### config.mk
export PLATFORM = sky130hd
export DESIGN_NAME = jrcpct_top
export DESIGN_NICKNAME = d
export VERILOG_FILES = /design/src/verilog/jrcpct_pkg.sv /design/src/verilog/jrcpct_top.sv
export SDC_FILE = /design/constraint.sdc
export NUM_CORES = 1
export LEC_CHECK = 0
export BUFFER_PORTS_ARGS = -buffer_cell sky130_fd_sc_hd__buf_2
export CORE_ASPECT_RATIO = 0.8
export CORE_UTILIZATION = 25
export CTS_BUF_LIST = sky130_fd_sc_hd__clkbuf_4 sky130_fd_sc_hd__clkbuf_8 sky130_fd_sc_hd__clkbuf_16
export CTS_CLUSTER_DIAMETER = 50
export DETAILED_ROUTE_END_ITERATION = 6
export RECOVER_POWER = 100
export SLEW_MARGIN = 20
export SYNTH_ARGS = -nofsm -noshare
export SYNTH_HDL_FRONTEND = slang
export SYNTH_SLANG_ARGS = --single-unit
### constraint.sdc
create_clock -name clock -period 4.15 [get_ports clock]
set_clock_uncertainty 0.05 [all_clocks]
set_input_delay 0.83 -clock clock [delete_from_list [all_inputs] [get_ports clock]]
set_output_delay 0.83 -clock clock [all_outputs]
set_load 0.05 [all_outputs]
### src/verilog/jrcpct_pkg.sv
// Package with constants for the JTAG reset control and pin chain test block.
package jrcpct_pkg;
    localparam int IR_WIDTH = 4;
    localparam logic [3:0] IR_RESET_TEST = 4'h2;
    localparam logic [3:0] IR_IDENT = 4'hC;
    localparam logic [3:0] IR_RESET_CHAIN = 4'hD;
    localparam logic [3:0] IR_BYPASS = 4'hF;
    localparam logic [31:0] RESET_CHAIN_RESET = 32'h00000000;
    localparam logic [31:0] RESET_TEST_RESET = 32'h00000000;
    // Writable bits of the reset and chain test control register.
    localparam logic [31:0] RESET_CHAIN_WMASK = 32'h003FCF1F;
    // Writable bits of the forced reset test control register.
    localparam logic [31:0] RESET_TEST_WMASK = 32'h00FFE3FE;
    localparam int FLD_SHORTEN = 0;
    localparam int FLD_CHAIN_EN = 1;
    localparam int FLD_HOST_RESET = 1;
    localparam int FLD_STANDBY_RESET = 2;
    localparam int FLD_OVERRIDE_EN = 3;
    // Arbitrary neutral identification value; bit 0 is one as required.
    localparam logic [31:0] IDENT_VALUE = 32'h0A5A5001;
    localparam int CHAIN_PINS = 16;
    typedef enum logic [15:0] {
        TAP_RESET = 16'h0001, TAP_IDLE = 16'h0002, TAP_SEL_DR = 16'h0004,
        TAP_CAP_DR = 16'h0008, TAP_SHIFT_DR = 16'h0010, TAP_EXIT1_DR = 16'h0020,
        TAP_PAUSE_DR = 16'h0040, TAP_EXIT2_DR = 16'h0080, TAP_UPD_DR = 16'h0100,
        TAP_SEL_IR = 16'h0200, TAP_CAP_IR = 16'h0400, TAP_SHIFT_IR = 16'h0800,
        TAP_EXIT1_IR = 16'h1000, TAP_PAUSE_IR = 16'h2000, TAP_EXIT2_IR = 16'h4000,
        TAP_UPD_IR = 16'h8000
    } jrcpct_tap_t;
endpackage

### src/verilog/jrcpct_top.sv
// JTAG test data registers for forced resets, core reset shortening and pin chain test.
`timescale 1ns/1ps
// How it works
// - With override enabled, host-supply field zero forces host-supply reset.
// - With override enabled, standby field zero forces standby power-on reset.
// - Override enable bit gates both forced-reset fields; zero means no effect.
// - Register at code Dh is 32 bits, cleared to zero by JTAG reset.
// - Bit 0 set shortens core reset; clear keeps full nominal stretch.
// - Bit 1 set enables pin chain test mode; clear leaves it disabled.
// - Once chain mode is on, only a power cycle or system reset leaves it.
// - Test-Logic-Reset selects the identification register.
// - Identification register is 32 bits, bit 0 one, low 12 bits not FFh.
// - Bypass is one cell capturing zero.
// - Chain mode detaches pins and drives XNOR result on result pin.
// - Supply, regulator, reference, test reset and analog pins stay out of chain.
// - Chain output is even-parity XNOR of all chain inputs.
module jrcpct_top
    import jrcpct_pkg::*;
(
    // Clock and reset.
    input wire logic clock,
    input wire logic resetn,
    input wire logic powerGood,
    // JTAG pins.
    input wire logic tck,
    input wire logic tms,
    input wire logic tdi,
    input wire logic trstn,
    output logic tdo,
    output logic tdoEnable,
    // Chain pins; excluded analog and supply pins never reach this port.
    input wire logic [CHAIN_PINS-1:0] chainPins,
    output logic chainMode,
    output logic chain_result_pin,
    // Reset controls.
    output logic hostResetForce,
    output logic standbyResetForce,
    output logic core_reset_shorten
);
    logic [2:0] tckSync, tmsSync, tdiSync, trstSync;
    logic [CHAIN_PINS-1:0] pinMeta, pinSync;
    logic tckRise, tckFall;
    jrcpct_tap_t tapState, next_tapState;
    logic [IR_WIDTH-1:0] irShift, irReg;
    logic [31:0] drShift, resetChain, resetTest;
    logic chainLatched;
    logic [1:0] pgSync;

    // Two flops before use; the third stage only feeds edge detection.
    always_ff @(posedge clock) begin
        if (!resetn) begin
            tckSync <= 3'h0;
            tmsSync <= 3'h0;
            tdiSync <= 3'h0;
            trstSync <= 3'h0;
        end else begin
            tckSync <= {tckSync[1:0], tck};
            tmsSync <= {tmsSync[1:0], tms};
            tdiSync <= {tdiSync[1:0], tdi};
            trstSync <= {trstSync[1:0], trstn};
        end
    end
    assign tckRise = tckSync[1] & ~tckSync[2];
    assign tckFall = ~tckSync[1] & tckSync[2];

    // Supply-good is a pin as well, so it passes two flops before any logic reads it.
    always_ff @(posedge clock) begin
        if (!resetn) begin
            pgSync <= 2'h3;
        end else begin
            pgSync <= {pgSync[0], powerGood};
        end
    end

    always_comb begin
        next_tapState = tapState;
        unique case (tapState)
            TAP_RESET: next_tapState = tmsSync[1] ? TAP_RESET : TAP_IDLE;
            TAP_IDLE: next_tapState = tmsSync[1] ? TAP_SEL_DR : TAP_IDLE;
            TAP_SEL_DR: next_tapState = tmsSync[1] ? TAP_SEL_IR : TAP_CAP_DR;
            TAP_CAP_DR: next_tapState = tmsSync[1] ? TAP_EXIT1_DR : TAP_SHIFT_DR;
            TAP_SHIFT_DR: next_tapState = tmsSync[1] ? TAP_EXIT1_DR : TAP_SHIFT_DR;
            TAP_EXIT1_DR: next_tapState = tmsSync[1] ? TAP_UPD_DR : TAP_PAUSE_DR;
            TAP_PAUSE_DR: next_tapState = tmsSync[1] ? TAP_EXIT2_DR : TAP_PAUSE_DR;
            TAP_EXIT2_DR: next_tapState = tmsSync[1] ? TAP_UPD_DR : TAP_SHIFT_DR;
            TAP_UPD_DR: next_tapState = tmsSync[1] ? TAP_SEL_DR : TAP_IDLE;
            TAP_SEL_IR: next_tapState = tmsSync[1] ? TAP_RESET : TAP_CAP_IR;
            TAP_CAP_IR: next_tapState = tmsSync[1] ? TAP_EXIT1_IR : TAP_SHIFT_IR;
            TAP_SHIFT_IR: next_tapState = tmsSync[1] ? TAP_EXIT1_IR : TAP_SHIFT_IR;
            TAP_EXIT1_IR: next_tapState = tmsSync[1] ? TAP_UPD_IR : TAP_PAUSE_IR;
            TAP_PAUSE_IR: next_tapState = tmsSync[1] ? TAP_EXIT2_IR : TAP_PAUSE_IR;
            TAP_EXIT2_IR: next_tapState = tmsSync[1] ? TAP_UPD_IR : TAP_SHIFT_IR;
            TAP_UPD_IR: next_tapState = tmsSync[1] ? TAP_SEL_DR : TAP_IDLE;
            default: next_tapState = TAP_RESET;
        endcase
    end

    // The port is dead while chain mode holds, so no state advances.
    always_ff @(posedge clock) begin
        if (!resetn || !trstSync[1] || !pgSync[1]) begin
            tapState <= TAP_RESET;
        end else if (tckRise && !chainLatched) begin
            tapState <= next_tapState;
        end
    end

    always_ff @(posedge clock) begin
        if (!resetn || !trstSync[1] || !pgSync[1]) begin
            irShift <= IR_IDENT;
            irReg <= IR_IDENT;
        end else if (tckRise && !chainLatched) begin
            if (tapState == TAP_RESET) begin
                irReg <= IR_IDENT;
            end else if (tapState == TAP_CAP_IR) begin
                irShift <= 4'h1;
            end else if (tapState == TAP_SHIFT_IR) begin
                irShift <= {tdiSync[1], irShift[IR_WIDTH-1:1]};
            end else if (tapState == TAP_UPD_IR) begin
                irReg <= irShift;
            end
        end
    end

    always_ff @(posedge clock) begin
        if (!resetn) begin
            drShift <= 32'h00000000;
        end else if (tckRise && !chainLatched) begin
            if (tapState == TAP_CAP_DR) begin
                unique case (irReg)
                    IR_IDENT: drShift <= IDENT_VALUE;
                    IR_RESET_CHAIN: drShift <= resetChain;
                    IR_RESET_TEST: drShift <= resetTest;
                    default: drShift <= 32'h00000000;
                endcase
            end else if (tapState == TAP_SHIFT_DR) begin
                // Bypass is one cell: only the LSB position shifts toward output.
                if (irReg == IR_IDENT || irReg == IR_RESET_CHAIN || irReg == IR_RESET_TEST) begin
                    drShift <= {tdiSync[1], drShift[31:1]};
                end else begin
                    drShift <= {31'h00000000, tdiSync[1]};
                end
            end
        end
    end

    // JTAG reset or a supply cycle clears both registers; otherwise a set
    // chain enable bit would latch chain mode again right after power returns.
    always_ff @(posedge clock) begin
        if (!resetn || !trstSync[1] || !pgSync[1]) begin
            resetChain <= RESET_CHAIN_RESET;
            resetTest <= RESET_TEST_RESET;
        end else if (tckRise && !chainLatched && tapState == TAP_UPD_DR) begin
            if (irReg == IR_RESET_CHAIN) begin
                resetChain <= (drShift & RESET_CHAIN_WMASK)
                    | (resetChain & ~RESET_CHAIN_WMASK);
            end
            if (irReg == IR_RESET_TEST) begin
                resetTest <= (drShift & RESET_TEST_WMASK)
                    | (resetTest & ~RESET_TEST_WMASK);
            end
        end
    end

    // Only system reset or a loss of power clears chain mode; JTAG reset cannot.
    always_ff @(posedge clock) begin
        if (!resetn || !pgSync[1]) begin
            chainLatched <= 1'b0;
        end else if (resetChain[FLD_CHAIN_EN]) begin
            chainLatched <= 1'b1;
        end
    end

    always_ff @(posedge clock) begin
        if (!resetn) begin
            pinMeta <= '0;
            pinSync <= '0;
        end else begin
            pinMeta <= chainPins;
            pinSync <= pinMeta;
        end
    end

    always_ff @(posedge clock) begin
        if (!resetn) begin
            chainMode <= 1'b0;
            chain_result_pin <= 1'b1;
        end else begin
            chainMode <= chainLatched;
            chain_result_pin <= ~(^pinSync);
        end
    end

    always_ff @(posedge clock) begin
        if (!resetn) begin
            hostResetForce <= 1'b0;
            standbyResetForce <= 1'b0;
            core_reset_shorten <= 1'b0;
        end else begin
            hostResetForce <= resetTest[FLD_OVERRIDE_EN] && !resetTest[FLD_HOST_RESET];
            standbyResetForce <= resetTest[FLD_OVERRIDE_EN]
                && !resetTest[FLD_STANDBY_RESET];
            core_reset_shorten <= resetChain[FLD_SHORTEN];
        end
    end

    // TDO changes on the falling TCK edge, as the scan convention expects.
    always_ff @(posedge clock) begin
        if (!resetn) begin
            tdo <= 1'b0;
            tdoEnable <= 1'b0;
        end else if (tckFall) begin
            tdo <= (tapState == TAP_SHIFT_IR) ? irShift[0] : drShift[0];
            tdoEnable <= !chainLatched
                && (tapState == TAP_SHIFT_DR || tapState == TAP_SHIFT_IR);
        end
    end
endmodule
==> flow_metrics.env, run 1 <==
export IMPL_status="completed"
export IMPL_ctsResizeCount=0
export IMPL_multi_input_area_mm2=0.00282
export IMPL_drt_total_wl_um=14300
export IMPL_root_buffer="clkbuf_16"
export IMPL_grt_overflow=0
export IMPL_core_area_mm2=0.0234
export IMPL_r2r_start="tapState[0]$_SDFFE_PP1P_"
export IMPL_postRouteAntennaNets=0
export IMPL_drive_above_1_share_pct=9.67
export IMPL_slew_viol_final=0
export IMPL_seqCellArea_mm2=0.00288
export IMPL_grt_total_usage_pct=12.2
export IMPL_arrival_ps=3540
export IMPL_cp_slowest_cell="nand3_1"
export IMPL_crit_buf_inv=2
export IMPL_ys_warn_count=0
export IMPL_clk_latency_ps=430
export IMPL_dp_hpwl_um=9150
export IMPL_syn_area_per_cell_um2=8.65
export IMPL_synth_mux_area_share_pct=0.673
export IMPL_postCtsHoldBufs=0
export IMPL_ys_ff_latch=144
export IMPL_cts_tree="done"
export IMPL_setup_ws_ps=904
export IMPL_async_reset_ff_share_pct=0
export IMPL_finish_utilization_pct=29.4
export IMPL_synth_ff_type="dfxtp_1"
export IMPL_synth_area_leaders="dfxtp_1 (48%), nand2_1 (6.8%), a21oi_1 (5.6%)"
export IMPL_switching_power_uw=671
export IMPL_synth_edf_count=0
export IMPL_synth_top_family_by_area="simple AND/OR/NAND/NOR gates"
export IMPL_grt_pass1_wl_um=23700
export IMPL_r2r_end="drShift[13]$_SDFFE_PN0P_"
export IMPL_setup_tns_ps=0
export IMPL_die_w_um=175
export IMPL_numCtsBuffers=17
export IMPL_crit_type="input pin to flop"
export IMPL_place_area_mm2=0.00633
export IMPL_netlist_area_mm2=0.00595
export IMPL_fmaxAchievable_ghz=0.308
export IMPL_min_from="pgSync[0]$_SDFF_PN1_"
export IMPL_synth_top_area_share_pct=48.4
export IMPL_whs_path_depth=1
export IMPL_clock_path_buffers=2
export IMPL_dieArea_mm2=0.0244
export IMPL_wl_per_cell_um=14.1
export IMPL_diodes=0
export IMPL_worstPathMaxFanout=30
export IMPL_ir_drop_mv=0.276
export IMPL_path_clk_slew_ps=60
export IMPL_reg2reg_depth=5
export IMPL_synthCells=688
export IMPL_vias=4835
export IMPL_area_growth_pct=15.7
export IMPL_seqPwrFrac_pct=46.5
export IMPL_hold_ws_ps=364
export IMPL_post_cts_buffers=0
export IMPL_crit_top_cell="clkbuf_1"
export IMPL_viasPerCell=4.76
export IMPL_core_rowCount=50
export IMPL_fin_crit_sh_pct=78.2
export IMPL_cp_cell_sequence="clkbuf_1 -> nand3_1 -> clkbuf_1 -> a21oi_1"
export IMPL_cp_top_family="buffers and inverters"
export IMPL_start_kind="input pin"
export IMPL_dp_cells=983
export IMPL_synth_fa_ha_area_share_pct=0
export IMPL_htreeDepth=4
export IMPL_dieHeight_um=140
export IMPL_clockPowerShare_pct=50.3
export IMPL_synth_compound_area_share_pct=16.5
export IMPL_design_area_mm2=0.00689
export IMPL_drc=0
export IMPL_start_util_pct=25.4
export IMPL_holdCritPathClass="flop to flop"
export IMPL_power_internal_mw=2.37
export IMPL_slew_headroom_pct=16.4
export IMPL_synth_simple_area_share_pct=26.9
export IMPL_combPwrFrac_pct=3.2
export IMPL_powerDensity_mw_per_mm2=441
export IMPL_cts_sinks=144
export IMPL_layout_nets=713
export IMPL_hold_viol=0
export IMPL_gp_congestion=0.799
export IMPL_synthXorXnorAreaFrac_pct=3.38
export IMPL_fin_total_pwr_mw=3.04
export IMPL_io_pin_count=30
export IMPL_syn_nets=711
export IMPL_whs_endpoint="pgSync[1]$_SDFF_PN1_"
export IMPL_yosys_area_top_type="dfxtp_1"
export IMPL_drtPass1Iterations=5
export IMPL_end_kind="flop"
export IMPL_reg2reg_slack_ps=940
export IMPL_antenna_found_initial=0
export IMPL_critical_path_max_stage_delay_ps=1140
export IMPL_ys_seq_area_share_pct=48.4
export IMPL_dp_slack_ps=1290
export IMPL_crit_path_start="resetn"
export IMPL_synth_cell_types=53
export IMPL_finalNonFillerCells=1015
export IMPL_swShare_pct=22.1
export IMPL_tightest_slew_ps=1240
export IMPL_fillers=2505
export IMPL_period_minus_slack_ps=3250
export IMPL_grt_max_degree=68
export IMPL_grt_setup_unrepaired="false"
export IMPL_setup_violations=0
export IMPL_leakagePower_nw=2.29
export IMPL_critical_path_required_ps=4440
export IMPL_drt_iter0_markers=434
export IMPL_grt_pass1_vias=4458
export IMPL_maxCapViolCount=0
export IMPL_io_buffers=29
[layer usage]
layer  routed length (um)  part of all wire, %  vias to the layer above  GRT usage (%)
met2                 5790                   41                      118           17.5
met4                  173                  1.2                        0           4.90
met3                  898                  6.3                       16           3.47
li1                     -                    -                     2383              -
met5                    0                    0                        -              0
met1                 7400                   52                     2318           17.0
[layout by cell type (no fill, tap or decap), types with 6 or more instances in the layout]
cell type / instances
a22oi_1: 30
nor2b_1: 11
buf_2: 21
nand4_1: 10
and3_1: 11
o21ai_0: 29
and2_0: 14
xnor2_1: 20
nand2b_1: 9
nor4b_1: 8
clkbuf_1: 10
nor3_1: 8
nor4_1: 6
a21boi_0: 8
clkbuf_16: 17
dfxtp_1: 144
nor2_1: 42
nand3_1: 15
and2_1: 33
a21oi_1: 67
nand2_1: 108
[cell usage after synthesis, drive strengths merged (6+ instances only)]
cell	count
dfxtp	144
nand2	108
a21oi	67
and2	47
nor2	42
clkbuf	41
a22oi	30
o21ai	29
xnor2	20
nand3	15
buf	13
and3	11
nor2b	11
nand4	10
nor4	10
a21boi	9
nand2b	9
nor4b	9
nor3	8
or4	6
[final cells by class]
class | count | area share, %
Tap cell | 312 | 5.67
Sequential cell | 144 | 41.9
Clock buffer | 21 | 6.70
Inverter | 4 | 0.218
Timing Repair Buffer | 37 | 2.69
Multi-Input combinational cell | 486 | 41.0
Clock inverter | 11 | 1.87
[how the worst max path moves through the flow]
stage | end | cells past startpoint
global placement | drShift[13]$_SDFFE_PN0P_ | 6
detailed placement | drShift[13]$_SDFFE_PN0P_ | 6
CTS | drShift[13]$_SDFFE_PN0P_ | 6
finish | resetTest[1]$_SDFFE_PP0P_ | 4
global route | drShift[5]$_SDFFE_PN0P_ | 5
floorplan | tapState[0]$_SDFFE_PP1P_ | 6
[worst reg2reg max path, stage by stage (launching register included)]
cell,delay [ps]
dfxtp_1,400
nor4_1,1070
nand4_1,350
a21oi_1,810
o21ai_0,230
a21boi_0,220
[state kept, by name, indices dropped and copies added (netlist names), 2 cells and up]
register	flops
pinSync	16
irReg	4
tapState	16
resetChain	17
resetTest	20
drShift	32
pinMeta	16
tdiSync	2
irShift	4
tckSync	3
tmsSync	2
pgSync	2
trstSync	2
[logic make-up after synthesis]
group,count (synthesis)
XOR/XNOR,23
buffers and inverters,58
multiplexers,4
AND/OR/NAND/NOR,301
flip-flops,144
AO/OA/AOI/OAI,158
[power by group through the flow]
stage	logic (mW)	clock network, mW	registers, mW
6_report	0.0972	1.53	1.41
5_1_grt	0.108	1.61	1.42
4_1_cts	0.101	1.56	1.41
3_5_place_dp	0.101	0	1.44
3_3_place_gp	0.100	0	1.44
2_1_floorplan	0.0588	0	1.45
Note: power is estimated with default switching activity, not from simulation.
==> run 2, diff against run 1 <==
==> constraint.sdc (replaced) <==
create_clock -name clock -period 3.3 [get_ports clock]
set_clock_uncertainty 0.05 [all_clocks]
set_input_delay 0.66 -clock clock [delete_from_list [all_inputs] [get_ports clock]]
set_output_delay 0.66 -clock clock [all_outputs]
set_load 0.05 [all_outputs]
==> flow_metrics.env, run 2 (synthesized netlist as in run 1, its figures left out) <==
export IMPL_violations="capacitance limit, slew limit"
export IMPL_ctsResizeCount=0
export IMPL_cts_tree="done"
export IMPL_grt_pass1_vias=4306
export IMPL_io_buffers=29
export IMPL_cts_sinks=144
export IMPL_seqCellArea_mm2=0.00288
export IMPL_final_common_cell="dfxtp_1"
export IMPL_setup_tns_ps=0
export IMPL_critical_path_required_ps=3560
export IMPL_clock_path_buffers=2
export IMPL_grt_overflow=0
export IMPL_post_cts_buffers=0
export IMPL_grt_pass1_wl_um=22600
export IMPL_maxCapViolCount=1
export IMPL_diodes=0
export IMPL_end_kind="flop"
export IMPL_htreeDepth=4
export IMPL_drt_total_wl_um=13600
export IMPL_dp_hpwl_um=8830
export IMPL_postRouteAntennaNets=0
export IMPL_worstPathMaxFanout=32
export IMPL_vias=4727
export IMPL_arrival_ps=3050
export IMPL_largest_register_ffs=32
export IMPL_dieArea_mm2=0.0244
export IMPL_fillers=2487
export IMPL_gp_congestion=0.826
export IMPL_crit_type="input pin to flop"
export IMPL_drive_above_1_share_pct=10.7
export IMPL_grt_setup_unrepaired="false"
export IMPL_holdCritPathClass="flop to flop"
export IMPL_setup_violations=0
export IMPL_reg_top3="drShift x32, resetTest x20, resetChain x17"
export IMPL_core_rowCount=50
export IMPL_grt_total_usage_pct=11.5
export IMPL_grt_max_degree=54
export IMPL_core_area_mm2=0.0234
export IMPL_period_minus_slack_ps=2790
export IMPL_antenna_found_initial=0
export IMPL_leakagePower_nw=2.34
export IMPL_design_area_mm2=0.00695
export IMPL_io_pin_count=30
export IMPL_fin_total_pwr_mw=3.78
export IMPL_tightest_slew_ps=1540
export IMPL_drt_iter0_markers=413
export IMPL_fin_crit_sh_pct=84.5
export IMPL_start_kind="input pin"
export IMPL_ir_drop_mv=0.340
export IMPL_slew_viol_final=33
export IMPL_path_clk_slew_ps=60
export IMPL_wl_per_cell_um=13.3
export IMPL_start_util_pct=25.4
export IMPL_status="complete, but fails checks"
export IMPL_slew_headroom_pct=-2.60
export IMPL_root_buffer="clkbuf_16"
export IMPL_fmaxAchievable_ghz=0.359
export IMPL_max_flop_register="drShift"
export IMPL_drc=0
export IMPL_numCtsBuffers=17
export IMPL_hold_viol=0
export IMPL_dieHeight_um=140
export IMPL_area_growth_pct=16.7
export IMPL_drtPass1Iterations=4
export IMPL_clk_latency_ps=410
export IMPL_viasPerCell=4.63
export IMPL_die_w_um=175
export IMPL_powerDensity_mw_per_mm2=543
export IMPL_multi_input_area_mm2=0.00283
export IMPL_postCtsHoldBufs=0
export IMPL_final_cell_mix="dfxtp_1 (144), nand2_1 (108), a21oi_1 (67), nor2_1 (42), and2_1 (32)"
export IMPL_layout_nets=721
export IMPL_place_area_mm2=0.00639
==> run 2: layout make-up <==
cell class	instances	area share [%]
tap	312	5.62
timing repair buffer	45	3.58
clock buffer	20	6.72
inverter	4	0.216
clock inverter	10	1.62
sequential	144	41.5
multi-input combinational	486	40.8
==> run 2: report_power, final <==
part           switching [mW]  internal [mW]  leakage, nW
Sequential             0.0115           1.77         1.17
Clock                   0.714           1.16        0.284
Combinational          0.0709         0.0509        0.887
Total                   0.796           2.98         2.34
==> run 2: worst max-delay path, cell delays in order <==
cell and delay [ps]:
buf_2 120, clkbuf_1 1110, nand3_1 760, o21ai_0 380
==> run 2: stage by stage <==
| stage | util (%) | worst slack [ps] | std cells | hold slack [ps] |
|---|---|---|---|---|
| floorplan | - | 1130 | 688 | 336 |
| global placement | 27.3 | 875 | 991 | 351 |
| detailed placement | 27.3 | 795 | 991 | 367 |
| CTS | 29.8 | 795 | 1021 | 363 |
| global route | 29.7 | 361 | 1021 | 367 |
| finish | 29.7 | 512 | 1021 | 378 |
==> run 2: final timing paths <==
path         slack (ps)  cells after the start                    endpoint                     start
max reg2reg         750                      6  resetTest[21]$_SDFFE_PP0P_  tapState[5]$_SDFFE_PP0P_
max                 510                      4    drShift[21]$_SDFFE_PN0P_                    resetn
min                 380                      1        pgSync[1]$_SDFF_PN1_      pgSync[0]$_SDFF_PN1_
min reg2reg         380                      1        pgSync[1]$_SDFF_PN1_      pgSync[0]$_SDFF_PN1_
==> run 2: per-layer routing <==
metal | part of all wire, % | routed length [um] | global-route usage [%]
met2 | 40 | 5450 | 16.1
met4 | 0.86 | 116 | 3.34
met3 | 6.0 | 811 | 3.12
met1 | 53 | 7180 | 17.0
met5 | 0 | 0 | 0
==> run 3, diff against run 2 <==
--- a/config.mk
+++ b/config.mk
@@ -5,6 +5,7 @@
 export SDC_FILE = /design/constraint.sdc
 export NUM_CORES = 1
 export LEC_CHECK = 0
+export ABC_AREA = 1
 export BUFFER_PORTS_ARGS = -buffer_cell sky130_fd_sc_hd__buf_2
 export CORE_ASPECT_RATIO = 0.8
 export CORE_UTILIZATION = 25
==> constraint.sdc (replaced) <==
create_clock -name clock -period 2.35 [get_ports clock]
set_clock_uncertainty 0.05 [all_clocks]
set_input_delay 0.47 -clock clock [delete_from_list [all_inputs] [get_ports clock]]
set_output_delay 0.47 -clock clock [all_outputs]
set_load 0.05 [all_outputs]
==> flow_metrics.env, run 3 <==
export IMPL_reg_top3="drShift x32, resetTest x20, resetChain x17"
export IMPL_crit_type="flop to flop"
export IMPL_critical_path_required_ps=2640
export IMPL_final_common_cell="nand2_1"
export IMPL_synth_cell_types=32
export IMPL_drc=0
export IMPL_swShare_pct=23.0
export IMPL_path_clk_slew_ps=60
export IMPL_drt_total_wl_um=13300
export IMPL_async_reset_ff_share_pct=0
export IMPL_cts_sinks=144
export IMPL_grt_pass1_vias=4728
export IMPL_r2r_start="tapState[3]$_SDFFE_PP0P_"
export IMPL_htreeDepth=4
export IMPL_setup_ws_ps=235
export IMPL_ys_seq_area_share_pct=46.9
export IMPL_core_area_mm2=0.0238
export IMPL_yosysMostFrequentCell="nand2_1"
export IMPL_worstPathMaxFanout=40
export IMPL_fin_crit_sh_pct=90.0
export IMPL_clk_latency_ps=420
export IMPL_post_cts_buffers=0
export IMPL_drt_iter0_markers=303
export IMPL_design_area_mm2=0.00709
export IMPL_combPwrFrac_pct=3.4
export IMPL_viasPerCell=4.22
export IMPL_slew_headroom_pct=29.3
export IMPL_reg2reg_depth=8
export IMPL_io_buffers=29
export IMPL_wl_met3_um=884
export IMPL_area_growth_pct=15.5
export IMPL_routed_wl_met2_um=5330
export IMPL_leakagePower_nw=3.04
export IMPL_diodes=0
export IMPL_ir_drop_mv=0.464
export IMPL_whs_endpoint="pinMeta[12]$_SDFF_PN0_"
export IMPL_die_w_um=177
export IMPL_switching_power_mw=1.18
export IMPL_gp_congestion=0.841
export IMPL_netlist_area_mm2=0.00614
export IMPL_seqCellArea_mm2=0.00288
export IMPL_synth_edf_count=0
export IMPL_io_pin_count=30
export IMPL_maxCapViolCount=0
export IMPL_start_util_pct=25.8
export IMPL_start_kind="flop"
export IMPL_max_flop_register="drShift"
export IMPL_syn_area_per_cell_um2=7.23
export IMPL_synth_ff_type="dfxtp_1"
export IMPL_place_area_mm2=0.00659
export IMPL_largest_register_ffs=32
export IMPL_multi_input_area_mm2=0.00259
export IMPL_power_internal_mw=3.96
export IMPL_vias=5054
export IMPL_seqPwrFrac_pct=48.5
export IMPL_final_cell_mix="nand2_1 (234), dfxtp_1 (144), inv_1 (119), a21oi_1 (92), o21ai_0 (62)"
export IMPL_synth_top_area_share_pct=46.9
export IMPL_finish_utilization_pct=29.8
export IMPL_status="completed"
export IMPL_r2r_end="resetTest[8]$_SDFFE_PP0P_"
export IMPL_drive_above_1_share_pct=10.6
export IMPL_antenna_found_initial=0
export IMPL_dp_slack_ps=336
export IMPL_synth_area_leaders="dfxtp_1 (47%), nand2_1 (14%), a21oi_1 (7.4%)"
export IMPL_grt_total_usage_pct=11.2
export IMPL_layout_nets=897
export IMPL_reg2reg_slack_ps=240
export IMPL_dieArea_mm2=0.0252
export IMPL_ys_ff_latch=144
export IMPL_core_rowCount=50
export IMPL_cts_tree="done"
export IMPL_grt_max_degree=44
export IMPL_min_from="chainPins[12]"
export IMPL_holdCritPathClass="input pin to flop"
export IMPL_fin_total_pwr_mw=5.14
export IMPL_syn_nets=873
export IMPL_root_buffer="clkbuf_16"
export IMPL_whs_path_depth=3
export IMPL_arrival_ps=2400
export IMPL_highest_layer="met4"
export IMPL_grt_overflow=0
export IMPL_wl_per_cell_um=11.1
export IMPL_ys_warn_count=0
export IMPL_setup_tns_ps=0
export IMPL_clockPowerShare_pct=48.1
export IMPL_setup_violations=0
export IMPL_slew_viol_final=0
export IMPL_tightest_slew_ps=1060
export IMPL_dp_hpwl_um=8530
export IMPL_fillers=2603
export IMPL_postRouteAntennaNets=0
export IMPL_end_kind="flop"
export IMPL_route_layer_met1_wl_um=6900
export IMPL_numCtsBuffers=17
export IMPL_powerDensity_mw_per_mm2=725
export IMPL_hold_viol=0
export IMPL_postCtsHoldBufs=0
export IMPL_yosys_area_top_type="dfxtp_1"
export IMPL_synthCells=850
export IMPL_grt_setup_unrepaired="false"
export IMPL_ctsResizeCount=0
export IMPL_fmaxAchievable_ghz=0.473
export IMPL_period_minus_slack_ps=2110
export IMPL_drtPass1Iterations=5
export IMPL_synthTopCellsByCount="nand2_1 (233), dfxtp_1 (144), inv_1 (119), a21oi_1 (91), o21ai_0 (62)"
export IMPL_grt_pass1_wl_um=22500
export IMPL_clock_path_buffers=2
export IMPL_dieHeight_um=142
-- run 3: cell types whose count changed after synthesis, sizes merged, moves of 33 or more --
cell | previous run | this run
nand2 | 108 | 241
nand3 | 15 | 50
and2 | 47 | 0
o21ai | 29 | 62
inv | 4 | 120
a21oi | 67 | 100
-- run 3: power groups by stage --
stage	Sequential (mW)	Clock [mW]	Combinational (mW)
after floorplan	2.56	0	0.109
after global placement	2.55	0	0.179
after detailed placement	2.55	0	0.180
after CTS	2.49	2.53	0.181
after global routing	2.50	2.65	0.195
final	2.49	2.47	0.174
-- run 3: logic make-up (layout without fill, tap and decap cells) --
logic type	after synthesis	after routing	share of synthesized area, %
simple gates	365	365	25.7
compound gates	166	166	14.4
flops	144	144	46.9
buf+inv	159	196	10.7
xor+xnor	16	16	2.28
-- run 3: area by class of cell --
type	instances	area share, %
Multi-Input combinational cell	547	36.5
Clock buffer	20	6.49
Clock inverter	12	1.23
Timing Repair Buffer	43	3.19
Sequential cell	144	40.6
Inverter	121	6.40
Tap cell	312	5.50
-- run 3: worst max-delay path: stages (launching register included) --
cell and delay [ps]:
dfxtp_1 360, nor2_2 140, nand2_1 150, nor2_4 240
nand2_1 210, nor3_4 150, clkbuf_4 420, o21ai_0 160
a21oi_1 160
-- run 3: how the worst max path moves through the flow --
stage / slack (ps) / from / to
3_5_place_dp: 340 / tapState[4]$_SDFFE_PP0P_ / drShift[9]$_SDFFE_PN0P_
3_3_place_gp: 390 / tapState[10]$_SDFFE_PP0P_ / drShift[8]$_SDFFE_PN0P_
2_1_floorplan: 690 / tapState[14]$_SDFFE_PP0P_ / drShift[17]$_SDFFE_PN0P_
5_1_grt: 60 / tapState[10]$_SDFFE_PP0P_ / drShift[8]$_SDFFE_PN0P_
4_1_cts: 330 / tapState[4]$_SDFFE_PP0P_ / drShift[9]$_SDFFE_PN0P_
6_report: 240 / tapState[3]$_SDFFE_PP0P_ / resetTest[8]$_SDFFE_PP0P_
-- run 3: routing by layer --
metal / vias up / track usage (%)
li1: 2699 / -
met1: 2212 / 15.8
met2: 132 / 16.2
met3: 11 / 3.15
met4: 0 / 3.87
met5: - / 0
-- run 3: per-stage QoR --
step / cells / hold slack (ps)
CTS: 1199 / 173
global route: 1199 / 176
floorplan: 850 / 340
finish: 1199 / 183
global placement: 1167 / 345
detailed placement: 1167 / 345
